--- src/hdl/ems_pkg.sv ---
/*
  Shared constants and types for the external memory port access sequencer:
  word formats, sequencer states and the cycle counts of each access piece.
  Assumes a single processor clock; all counts are in those clock cycles.
*/
package ems_pkg;

  // ---------------------------------------------------------------
  // widths
  // ---------------------------------------------------------------
  localparam int unsigned WORD_W = 24;
  localparam int unsigned ADDR_W = 9;
  localparam int unsigned CNT_W  = 5;
  localparam int unsigned PH_W   = 3;
  localparam int unsigned BYTE_W = 8;
  localparam int unsigned NIB_W  = 4;

  // ---------------------------------------------------------------
  // cycle counts per piece of an access
  // ---------------------------------------------------------------
  localparam logic [CNT_W-1:0] FAST_SETUP  = 5'h03;
  localparam logic [CNT_W-1:0] FAST_PHASE  = 5'h03;
  localparam logic [CNT_W-1:0] FAST_FINISH = 5'h02;
  localparam logic [CNT_W-1:0] SLOW_SETUP  = 5'h04;
  localparam logic [CNT_W-1:0] SLOW_PHASE  = 5'h04;
  localparam logic [CNT_W-1:0] SLOW_FINISH = 5'h04;
  localparam logic [CNT_W-1:0] SRAM_SETUP  = 5'h02;
  localparam logic [CNT_W-1:0] SRAM_FINAL  = 5'h01;
  localparam logic [CNT_W-1:0] SRAM_WAIT0  = 5'h01;

  // ---------------------------------------------------------------
  // word formats and states
  // ---------------------------------------------------------------
  typedef enum logic [2:0] {
    FMT_W8,
    FMT_W12,
    FMT_W16,
    FMT_W20,
    FMT_W24
  } ems_fmt_e;

  typedef enum logic [2:0] {
    ST_IDLE,
    ST_SETUP,
    ST_PHASE,
    ST_FINISH
  } ems_state_e;

  // significant bits of each word format
  function automatic logic [5:0] fmtBits(input ems_fmt_e f);
    unique case (f)
      FMT_W8:  fmtBits = 6'h08;
      FMT_W12: fmtBits = 6'h0c;
      FMT_W16: fmtBits = 6'h10;
      FMT_W20: fmtBits = 6'h14;
      FMT_W24: fmtBits = 6'h18;
    endcase
  endfunction

  // data phases (or sram accesses) needed for one internal word
  function automatic logic [PH_W-1:0] phaseCount(input ems_fmt_e f,
                                                  input logic wide);
    unique case (f)
      FMT_W8:  phaseCount = wide ? 3'h1 : 3'h2;
      FMT_W12: phaseCount = wide ? 3'h2 : 3'h3;
      FMT_W16: phaseCount = wide ? 3'h2 : 3'h4;
      FMT_W20: phaseCount = wide ? 3'h3 : 3'h5;
      FMT_W24: phaseCount = wide ? 3'h3 : 3'h6;
    endcase
  endfunction

endpackage

--- src/hdl/ems_access_sequencer.sv ---
/*
  Cycle-level access sequencer of the external memory port. Splits one
  24-bit internal word into byte or nibble phases toward DRAM or SRAM.
  Assumes the core holds its request fields stable while start is high and
  that memDataIn is synchronous to clk. Refresh and address arithmetic
  live elsewhere.
*/
// How it works
// - dram timing select 0 picks fast timing, 1 picks slow timing.
// - 8-bit words and absolute accesses use internal bits 23 to 16.
// - 16-bit words occupy internal bits 23 to 8.
// - 20-bit words on the nibble bus occupy bits 23 to 4.
// - 20, 24 and 12-bit words are left-justified in the internal word.
// - one byte or one nibble per phase, most significant first.
// - fast dram: three setup, three per phase, two finishing cycles.
// - slow dram: four setup, four per phase, four finishing cycles.
// - sram access: two setup, one to sixteen waits, one final cycle.
// - sram moves a word in one to six successive accesses.
`timescale 1ns/1ps
module ems_access_sequencer (
  // clock and reset
  input  wire logic                         clk,
  input  wire logic                         rst_n,
  // core request
  input  wire logic                         start,
  output logic                              startReady,
  input  wire logic                         readNotWrite,
  input  wire logic                         dramMode,
  input  wire logic                         dramTimingSelect,
  input  wire logic [3:0]                   sramWaitSelect,
  input  wire logic                         wideBus,
  input  wire ems_pkg::ems_fmt_e            wordFmt,
  input  wire logic [ems_pkg::ADDR_W-1:0]   rowAddr,
  input  wire logic [ems_pkg::ADDR_W-1:0]   colAddr,
  input  wire logic [ems_pkg::WORD_W-1:0]   writeData,
  output logic                              accessDone,
  // read words toward the core
  output logic                              readValid,
  input  wire logic                         readReady,
  output logic [ems_pkg::WORD_W-1:0]        readData,
  // memory pins
  output logic [ems_pkg::ADDR_W-1:0]        memAddr,
  output logic                              rowStrobe_n,
  output logic                              columnStrobe_n,
  output logic                              readStrobe_n,
  output logic                              writeStrobe_n,
  output logic [ems_pkg::BYTE_W-1:0]        memDataOut,
  output logic                              memDataOe,
  input  wire logic [ems_pkg::BYTE_W-1:0]   memDataIn
);

  // ---------------------------------------------------------------
  // latched request and sequencer state
  // ---------------------------------------------------------------
  ems_pkg::ems_state_e              state_r;
  ems_pkg::ems_state_e              state_nxt;
  logic [ems_pkg::CNT_W-1:0]        cnt_r;
  logic [ems_pkg::PH_W-1:0]         phase_r;
  logic                             rd_r;
  logic                             dram_r;
  logic                             slow_r;
  logic                             wide_r;
  logic [3:0]                       wait_r;
  ems_pkg::ems_fmt_e                fmt_r;
  logic [ems_pkg::ADDR_W-1:0]       row_r;
  logic [ems_pkg::ADDR_W-1:0]       col_r;
  logic [ems_pkg::WORD_W-1:0]       shift_r;
  logic [ems_pkg::WORD_W-1:0]       acc_r;

  // ---------------------------------------------------------------
  // buffer of finished read words
  // ---------------------------------------------------------------
  logic [ems_pkg::WORD_W-1:0]       buf_r [2];
  logic [1:0]                       bufCnt_r;
  logic                             head_r;
  logic                             push;
  logic                             pop;

  // ---------------------------------------------------------------
  // decode
  // ---------------------------------------------------------------
  wire logic [ems_pkg::CNT_W-1:0] setupLen =
    !dram_r ? ems_pkg::SRAM_SETUP :
    slow_r  ? ems_pkg::SLOW_SETUP : ems_pkg::FAST_SETUP;
  wire logic [ems_pkg::CNT_W-1:0] phaseLen =
    !dram_r ? ems_pkg::SRAM_WAIT0 + {1'b0, wait_r} :
    slow_r  ? ems_pkg::SLOW_PHASE : ems_pkg::FAST_PHASE;
  wire logic [ems_pkg::CNT_W-1:0] finishLen =
    !dram_r ? ems_pkg::SRAM_FINAL :
    slow_r  ? ems_pkg::SLOW_FINISH : ems_pkg::FAST_FINISH;
  wire logic [ems_pkg::CNT_W-1:0] stateLen =
    (state_r == ems_pkg::ST_SETUP) ? setupLen :
    (state_r == ems_pkg::ST_PHASE) ? phaseLen : finishLen;
  wire logic lastCyc = (cnt_r == stateLen - 5'h01);
  wire logic [ems_pkg::PH_W-1:0] nPhases =
    ems_pkg::phaseCount(fmt_r, wide_r);
  wire logic lastPhase = (phase_r == nPhases - 3'h1);
  wire logic inPhase = (state_r == ems_pkg::ST_PHASE);
  wire logic busy = (state_r != ems_pkg::ST_IDLE);
  wire logic finishing = (state_r == ems_pkg::ST_FINISH) && lastCyc;
  wire logic [5:0] xferBits =
    wide_r ? {nPhases, 3'h0} : {1'b0, nPhases, 2'h0};
  wire logic [5:0] alignSh = 6'h18 - xferBits;
  wire logic [ems_pkg::WORD_W-1:0] keepMask =
    ~(24'hffffff >> ems_pkg::fmtBits(fmt_r));
  // reads shift in at the bottom and are left-justified at the end
  wire logic [ems_pkg::WORD_W-1:0] readWord =
    (acc_r << alignSh) & keepMask;
  wire logic [ems_pkg::WORD_W-1:0] accIn =
    wide_r ? {acc_r[15:0], memDataIn}
           : {acc_r[19:0], memDataIn[3:0]};
  wire logic [ems_pkg::WORD_W-1:0] shiftIn =
    wide_r ? {shift_r[15:0], 8'h00} : {shift_r[19:0], 4'h0};
  // a read only starts when the buffer can take its word
  assign startReady = !busy && (!readNotWrite || bufCnt_r != 2'h2);
  wire logic take     = start && startReady;
  wire logic inSetup  = (state_r == ems_pkg::ST_SETUP);
  wire logic shiftNow = inPhase && lastCyc;
  // a whole word ends after one dram access or the last sram access
  wire logic wordDone = finishing && (dram_r || lastPhase);

  // ---------------------------------------------------------------
  // next state
  // ---------------------------------------------------------------
  always_comb begin
    state_nxt = state_r;
    unique case (state_r)
      ems_pkg::ST_IDLE:
        if (take) begin
          state_nxt = ems_pkg::ST_SETUP;
        end
      ems_pkg::ST_SETUP:
        if (lastCyc) begin
          state_nxt = ems_pkg::ST_PHASE;
        end
      ems_pkg::ST_PHASE:
        if (lastCyc && (!dram_r || lastPhase)) begin
          state_nxt = ems_pkg::ST_FINISH;
        end
      ems_pkg::ST_FINISH:
        if (lastCyc) begin
          // sram runs one full access per phase
          state_nxt = (dram_r || lastPhase) ? ems_pkg::ST_IDLE
                                            : ems_pkg::ST_SETUP;
        end
      default: state_nxt = ems_pkg::ST_IDLE;
    endcase
  end

  // ---------------------------------------------------------------
  // counter and phase next values
  // ---------------------------------------------------------------
  wire logic restartCnt = (state_nxt != state_r) || lastCyc;
  // dram steps per data phase, sram per finished access
  wire logic stepPhase  = lastCyc && (dram_r ? inPhase : finishing);
  wire logic [ems_pkg::CNT_W-1:0] cnt_nxt =
    restartCnt ? '0 : cnt_r + 5'h01;
  wire logic [ems_pkg::PH_W-1:0] phase_nxt =
    !busy     ? '0 :
    stepPhase ? phase_r + 3'h1 : phase_r;

  // ---------------------------------------------------------------
  // sequencer registers
  // ---------------------------------------------------------------
  always_ff @(posedge clk or negedge rst_n) begin
    if (!rst_n) begin
      state_r <= ems_pkg::ST_IDLE;
      cnt_r   <= '0;
      phase_r <= '0;
    end else begin
      state_r <= state_nxt;
      cnt_r   <= cnt_nxt;
      phase_r <= phase_nxt;
    end
  end

  always_ff @(posedge clk or negedge rst_n) begin
    if (!rst_n) begin
      rd_r    <= 1'b0;
      dram_r  <= 1'b0;
      slow_r  <= 1'b0;
      wide_r  <= 1'b0;
      wait_r  <= '0;
      fmt_r   <= ems_pkg::FMT_W8;
      row_r   <= '0;
      col_r   <= '0;
    end else if (take) begin
      rd_r    <= readNotWrite;
      dram_r  <= dramMode;
      slow_r  <= dramTimingSelect;
      wide_r  <= wideBus;
      wait_r  <= sramWaitSelect;
      fmt_r   <= wordFmt;
      row_r   <= rowAddr;
      col_r   <= colAddr;
    end
  end

  // data path: loaded at take, shifted once at the end of each phase
  always_ff @(posedge clk or negedge rst_n) begin
    if (!rst_n) begin
      shift_r <= '0;
      acc_r   <= '0;
    end else if (take) begin
      shift_r <= writeData;
      acc_r   <= '0;
    end else if (shiftNow) begin
      shift_r <= shiftIn;
      if (rd_r) begin
        acc_r <= accIn;
      end
    end
  end

  // ---------------------------------------------------------------
  // read buffer: two entries so a stalled reader loses no word
  // ---------------------------------------------------------------
  assign push = wordDone && rd_r;
  assign pop  = readValid && readReady;
  // a new word goes behind the one already waiting at the head
  wire logic wrSlot = head_r ^ bufCnt_r[0];

  always_ff @(posedge clk or negedge rst_n) begin
    if (!rst_n) begin
      bufCnt_r <= '0;
      head_r   <= 1'b0;
    end else begin
      if (pop) begin
        head_r <= ~head_r;
      end
      bufCnt_r <= bufCnt_r + {1'b0, push} - {1'b0, pop};
    end
  end

  for (genvar e = 0; e < 2; e++) begin : g_entry
    wire logic load = push && (wrSlot == 1'(e));
    always_ff @(posedge clk or negedge rst_n) begin
      if (!rst_n) begin
        buf_r[e] <= '0;
      end else if (load) begin
        buf_r[e] <= readWord;
      end
    end
  end

  assign readValid = (bufCnt_r != 2'h0);
  assign readData  = buf_r[head_r];

  // ---------------------------------------------------------------
  // pin decode
  // ---------------------------------------------------------------
  wire logic rowActive = dram_r && busy && !inSetup;
  // column strobe low after the first cycle so the address settles
  wire logic colActive = dram_r && inPhase && (cnt_r != '0);
  wire logic rdActive  = inPhase && rd_r;
  wire logic wrActive  = inPhase && !rd_r;
  wire logic [ems_pkg::ADDR_W-1:0] phaseOff =
    {{(ems_pkg::ADDR_W-ems_pkg::PH_W){1'b0}}, phase_r};
  wire logic [ems_pkg::BYTE_W-1:0] byteOut = shift_r[23:16];
  wire logic [ems_pkg::BYTE_W-1:0] nibOut  = {4'h0, shift_r[23:20]};

  // ---------------------------------------------------------------
  // memory pins
  // ---------------------------------------------------------------
  assign accessDone = wordDone;
  // row address while a dram access sets up, otherwise one column per phase
  assign memAddr = (dram_r && inSetup) ? row_r
                 : col_r + phaseOff;
  assign rowStrobe_n    = !rowActive;
  assign columnStrobe_n = !colActive;
  assign readStrobe_n   = !rdActive;
  assign writeStrobe_n  = !wrActive;
  assign memDataOe      = wrActive;
  assign memDataOut     = wide_r ? byteOut : nibOut;

endmodule

--- config.mk ---
export PLATFORM = sky130hd
export DESIGN_NAME = ems_access_sequencer
export DESIGN_NICKNAME = d
export VERILOG_FILES = /design/src/hdl/ems_pkg.sv /design/src/hdl/ems_access_sequencer.sv
export SDC_FILE = /design/constraint.sdc
export NUM_CORES = 1
export LEC_CHECK = 0
export BUFFER_PORTS_ARGS = -buffer_cell sky130_fd_sc_hd__buf_2
export CAP_MARGIN = 0
export CORE_ASPECT_RATIO = 0.8
export CORE_MARGIN = 1
export CORE_UTILIZATION = 63
export DETAILED_ROUTE_END_ITERATION = 8
export HOLD_SLACK_MARGIN = 0.1
export PLACE_DENSITY = 0.87
export SETUP_SLACK_MARGIN = 0.05
export SLEW_MARGIN = 10
export SYNTH_ARGS = -nofsm -noshare
export SYNTH_HDL_FRONTEND = slang
export SYNTH_SLANG_ARGS = --single-unit
--- constraint.sdc ---
create_clock -name clk -period 8.35 [get_ports clk]
set_clock_uncertainty 0.15 [all_clocks]
set_input_delay 1.67 -clock clk [delete_from_list [all_inputs] [get_ports clk]]
set_output_delay 1.67 -clock clk [all_outputs]
set_load 0.1 [all_outputs]
# Word level (Yosys, flattened, before mapping)
# Cells that the tools add are included.
[op_classes]
add_sub_neg = 9
n_shift = 2
bitwise_logic = 6
mux = 37
reduce_logical = 39
eq_ne = 12
n_lt_le_gt_ge = 1
[op_table]
columns = ["op", "n"]
rows = [
  ["$mux 24", 10],
  ["$mux 3", 12],
  ["$pmux 6 s5", 1],
  ["$mux 5", 5],
  ["$and 24x24->24", 1],
  ["$not 24->24", 1],
  ["$shl 24x6->24", 1],
  ["$shr 24x6->24 const A", 1],
  ["$logic_and 1x1->1", 18],
  ["$pmux 3 s5", 1],
  ["$eq 3x2->1 const B", 4],
  ["$pmux 3 s4", 1],
  ["$add 9x3->9", 1],
  ["$logic_not 1->1", 9],
  ["$mux 9", 1],
  ["$mux 8", 1],
  ["$eq 3x1->1 const B", 2],
  ["$logic_not 3->1", 2],
  ["$mux 6", 1],
  ["$reduce_bool 2->1", 3],
  ["$sub 5x6->6 const A", 1],
  ["$add 1x4->5 const A", 1],
  ["$add 5x1->5 const B", 1],
  ["$eq 5x5->1", 1],
  ["other kinds (20)", 26],
]
[totals]
register_bits = 139
wordCells = 123
inputBits = 65

# Depth between registers and ports, before layout
[logic_depth]
depth_word = 12
ltp_mapped = 16
ltp_nobuf = 15

# Worst setup path before layout
# No wires, ideal clock.
[synth_timing]
path_kind = "register -> output"
startpoint = "reg wide_r"
endpoint = "out accessDone"
setup_slack_ps = 1492
t_arrival_ps = 5038
path_buffers = 3
required_time_ps = 6530
path_stages_with_launch = 11
path_cell_list = "dfrtp_1 > buf_1 > clkbuf_1 > clkbuf_1 > a32o_1 > ha_1 > xor2_1 > xnor2_1 > nand3_1 > nor2b_1 > nor4_1"
[synth_via]
elab_chain_cells = 6
[synth_rtl]
columns = ["item", "line", "source"]
rows = [
  ["from (decl)", "ems_access_sequencer.sv:62", "logic wide_r;"],
  ["from (signal assigned)", "ems_access_sequencer.sv:191", "wide_r <= wideBus;"],
  ["$mux 3 (tied with other cells)", "ems_pkg.sv:68", "FMT_W24: phaseCount = wide ? 3'h3 : 3'h6;"],
  ["$pmux 3 s5 (*)", "ems_pkg.sv:63", "unique case (f)"],
  ["$sub 3x1->3 (*)", "ems_access_sequencer.sv:97", "wire logic lastPhase = (phase_r == nPhases - 3'h1);"],
  ["$eq 3x3->1 (*)", "ems_access_sequencer.sv:97", ""],
  ["$logic_or 1x1->1 (*)", "ems_access_sequencer.sv:120", "wire logic wordDone = finishing && (dram_r || lastPhase);"],
  ["$logic_and 1x1->1 (*)", "ems_access_sequencer.sv:120", ""],
  ["to (decl)", "ems_access_sequencer.sv:36", "output logic accessDone,"],
]
# Every way passes the cells marked *; elsewhere a longest branch is shown, timed or not.

# Worst setup path in the final report
[layout_timing]
startpoint = "reg state_r[1]"
endpoint = "out accessDone"
[layout_via]
elab_chain_cells = 7
[layout_rtl]
columns = ["item", "line", "source"]
rows = [
  ["from (decl)", "ems_access_sequencer.sv:55", "ems_pkg::ems_state_e state_r;"],
  ["from (signal assigned)", "ems_access_sequencer.sv:167", "state_r <= ems_pkg::ST_IDLE;"],
  ["from (signal assigned)", "ems_access_sequencer.sv:171", "state_r <= state_nxt;"],
  ["$eq 3x2->1", "ems_access_sequencer.sv:93", "(state_r == ems_pkg::ST_PHASE) ? phaseLen : finishLen;"],
  ["$mux 5", "ems_access_sequencer.sv:93", ""],
  ["$mux 5", "ems_access_sequencer.sv:92", "(state_r == ems_pkg::ST_SETUP) ? setupLen :"],
  ["$sub 5x1->5", "ems_access_sequencer.sv:94", "wire logic lastCyc = (cnt_r == stateLen - 5'h01);"],
  ["$eq 5x5->1", "ems_access_sequencer.sv:94", ""],
  ["$logic_and 1x1->1 (*)", "ems_access_sequencer.sv:100", "wire logic finishing = (state_r == ems_pkg::ST_FINISH) && lastCyc;"],
  ["$logic_and 1x1->1 (*)", "ems_access_sequencer.sv:120", ""],
]
# Marks and branches as above.

==> impl_results.md <==
* Run status: completed
* Buf/Inv on CP at 1
* Filler-free cell count of the finished design at approximately 1100
* Synthesized area per cell at 9.69 µm²
* Worst path max stage delay at 0.52 ns
* Post-CTS setup-driven buffer insertion count at 0
* Count of final hold-check violations at 0
* Net Sw Frac at ~48%
* Total congestion overflow at 0
* Cell with the most instances after synthesis: nand2_1
* Slowest cell on crit path: dfrtp_1
* Area contributors post-synth: dfrtp_1, mux2i_1, nand2_1
* # rows at 36
* Max-Cap Viols at 0
* Vias in the first global route at approximately 6100
* Asr flop ratio synth at 100%
* N_diodes at 0
* Core area at approximately 12000 µm²
* Hold Crit Class: reg -> reg
* Worst path cell trace: nor2b_1 > a311oi_2 > nand2_1 > ha_1 > xnor2_1 > a31oi_1 > nand3_1 > a21o_1 > nor4_1 > buf_2
* Setup TNS at 0 ns
* Count of cell types in the netlist at 60
* Die Wd at 128 µm
* Kind of critical path: reg -> out
* Die ar. at ~13000 µm²
* LEAKAGE at 4.48 nW
* Synth Instances at 826
* Largest net degree at the start of global routing at 94
* Gpl congestion at around 0.84
* Htree depth at 4
* Via density at slightly below 6
* Initial antenna violation count at 0
* First-pass DRT Iterations at 5
* Crit path time final at around 5.6 ns
* Reg2reg start: state_r[1]
* Critical path depth in cells at 10
* Top-area cell type share of the netlist area at a little over two fifths
* Post-place setup slack at roughly 3.2 ns
* Starting Density at between 60% and 70%
* Net Count, Synth at roughly 900
* Setup WS post-layout at around 2.7 ns
* Port Buffer Count at 113
* RSZ-0062 raised after global routing: no
* Hold path start: row_r[0]
* I/O Pins at ~110
* Setup Viol. Count Final at 0
* Final core utilization at 75.0%
* Maximum VDD drop at between 0.0003 and 0.0004 V
* Drt total wl at around 18 mm
* List of most frequent post-synthesis cells: nand2_1, dfrtp_1, mux2i_1
* Worst-path clk slew at ~0.070 ns
* Worst endpoint required time at between 6 and 7 ns
* R2R Setup Slk at 4.03 ns
* CTS tree: yes
* Post-Syn Area at ~8000 µm²
* Power Density at 366 nW/µm²
* GRT Util Overall at between 20% and 30%
* Least-Margin Pin Slew at 1.33 ns
* Crit path max-delay family: simple AND/OR/NAND/NOR gates
* Violation count after the first detailed-route iteration at approximately 550
* Largest area contributor in the netlist: dfrtp_1
* CTS sink count at approximately 140
* NetSw at roughly 1.6 mW
* Register area share after synthesis at a little over two fifths
* Number of synthesized flops with an enable pin at 0
* Global-route wire length before repair at 30.3 mm
* Clock latency on the worst-skew pair at around 0.43 ns
* FILL cells at approximately 840
* Layout cell share with drive strength beyond 1 at ~24%
* Cell Int Power at between 1.5 and 2 mW
* Post-DP HPWL at 11.8 mm
* R2r endpoint: buf_r[1]
* Synth Flop Type: dfrtp_1
* CP max FO at 16
* # nets final at 989
* Tcrit/Tclk final at about two thirds
* Total CTS buffers at 17
* Worst-case reg-to-reg path depth at 12
* CTS Buffer Depth at 2
* Die height at between 100 and 150 µm
* DRC at 0
* Logic pwr share at around half
* Vias after detailed routing at about 6400
* Worst slew margin relative to its limit at 11.4%
* #FFs+latches synth at around 140
* Hold EP: row_r[0]
* PostCTS Resize Cnt at 0
* Synth Warn # at 0
* Max Clk Rate at ~180 MHz
* Placed Cells at between 1000 and 1500
* Clock root buffer master: clkbuf_16
* Final hold slack at about 0.32 ns
* DR WL/cell at approximately 17 µm
* Seq pwr share at 29.5%
* CTS Hold Buffers Added at 0
* CP arrival at about 3.8 ns
* Startpoint Class: flop
* Clock power frac at a little over a fifth
* Slew Limit Fails at 0
* CP Capture Type: primary output
* Area Growth Syn to Fin at 15.2%
* Hold Crit Depth at 2
* Antenna viol nets, final at 0
flip-flops by register name, summed over array words and instances (netlist names):
name and flops:
row_r 9, rd_r 1, wait_r 4, buf_r 48, bufCnt_r 2, head_r 1, slow_r 1, wide_r 1
dram_r 1, col_r 9, cnt_r 5, fmt_r 3, phase_r 3, state_r 3, acc_r 24, shift_r 24
worst min-delay path, cell delays in order, from the launching register on:
cell and delay [ns]:
dfrtp_1 0.34, nand2_1 0.05, nand2_1 0.05
worst max path at each step:
stage,slack [ns],from,to
after CTS,2.73,state_r[1],accessDone
after global routing,2.49,state_r[1],accessDone
after global placement,3.30,state_r[1],accessDone
after detailed placement,3.20,state_r[1],accessDone
after floorplan,1.49,wide_r,accessDone
final,2.71,state_r[1],accessDone
power by group through the flow:
| stage | logic [mW] | registers [mW] | clock network (mW) |
|---|---|---|---|
| after detailed placement | 1.61 | 1.00 | 0 |
| after floorplan | 1.37 | 0.922 | 0 |
| after global placement | 1.58 | 0.988 | 0 |
| final | 1.64 | 0.995 | 0.743 |
| after CTS | 1.63 | 0.990 | 0.750 |
| after global routing | 1.76 | 1.02 | 0.779 |
metrics by stage:
stage	cell area, µm²	power, mW
floorplan	8010	2.29
global placement	8640	2.56
detailed placement	8640	2.61
CTS	9220	3.37
global route	9220	3.56
finish	9220	3.38
cell type report:
class | instances | area (µm²) | area share, %
Multi-Input combinational cell | 597 | 4170 | 45.2
Inverter | 31 | 116 | 1.26
Timing Repair Buffer | 125 | 662 | 7.18
Clock buffer | 17 | 425 | 4.61
Sequential cell | 139 | 3480 | 37.7
Clock inverter | 15 | 154 | 1.67
Tap cell | 171 | 214 | 2.32
cells in the final DEF (no fill, tap or decap), types with 8 or more instances in the layout:
cell type	count
mux2_4	12
a311oi_1	19
nor2_1	29
mux2_1	16
nor3b_1	8
xor2_1	13
clkbuf_16	17
a21oi_1	27
dfrtp_1	138
nand2b_1	14
xnor2_1	15
buf_2	112
o21ai_0	43
mux2i_1	74
inv_1	30
and2_1	12
nand3_1	18
ha_1	12
mux2_2	43
buf_4	12
nand2_1	165
metal layers:
| metal | GRT usage, % | part of all wire, % |
|---|---|---|
| met5 | 0 | 0 |
| met4 | 11.5 | 2.4 |
| met3 | 7.47 | 7.1 |
| met2 | 46.9 | 46 |
| met1 | 40.4 | 45 |
kinds of logic (layout without fill, tap and decap cells):
family | count (synthesis) | after routing | share of synthesized area [%]
adder cells (fa/ha/maj) | 13 | 13 | 2.13
flip-flops | 139 | 139 | 43.4
XOR/XNOR | 28 | 28 | 3.06
other | 1 | 1 | 0.0468
AO/OA/AOI/OAI | 131 | 131 | 10.8
buffers and inverters | 90 | 188 | 4.63
AND/OR/NAND/NOR | 279 | 279 | 16.0
multiplexers | 145 | 145 | 19.8
Power figures use the tool's default switching activity.
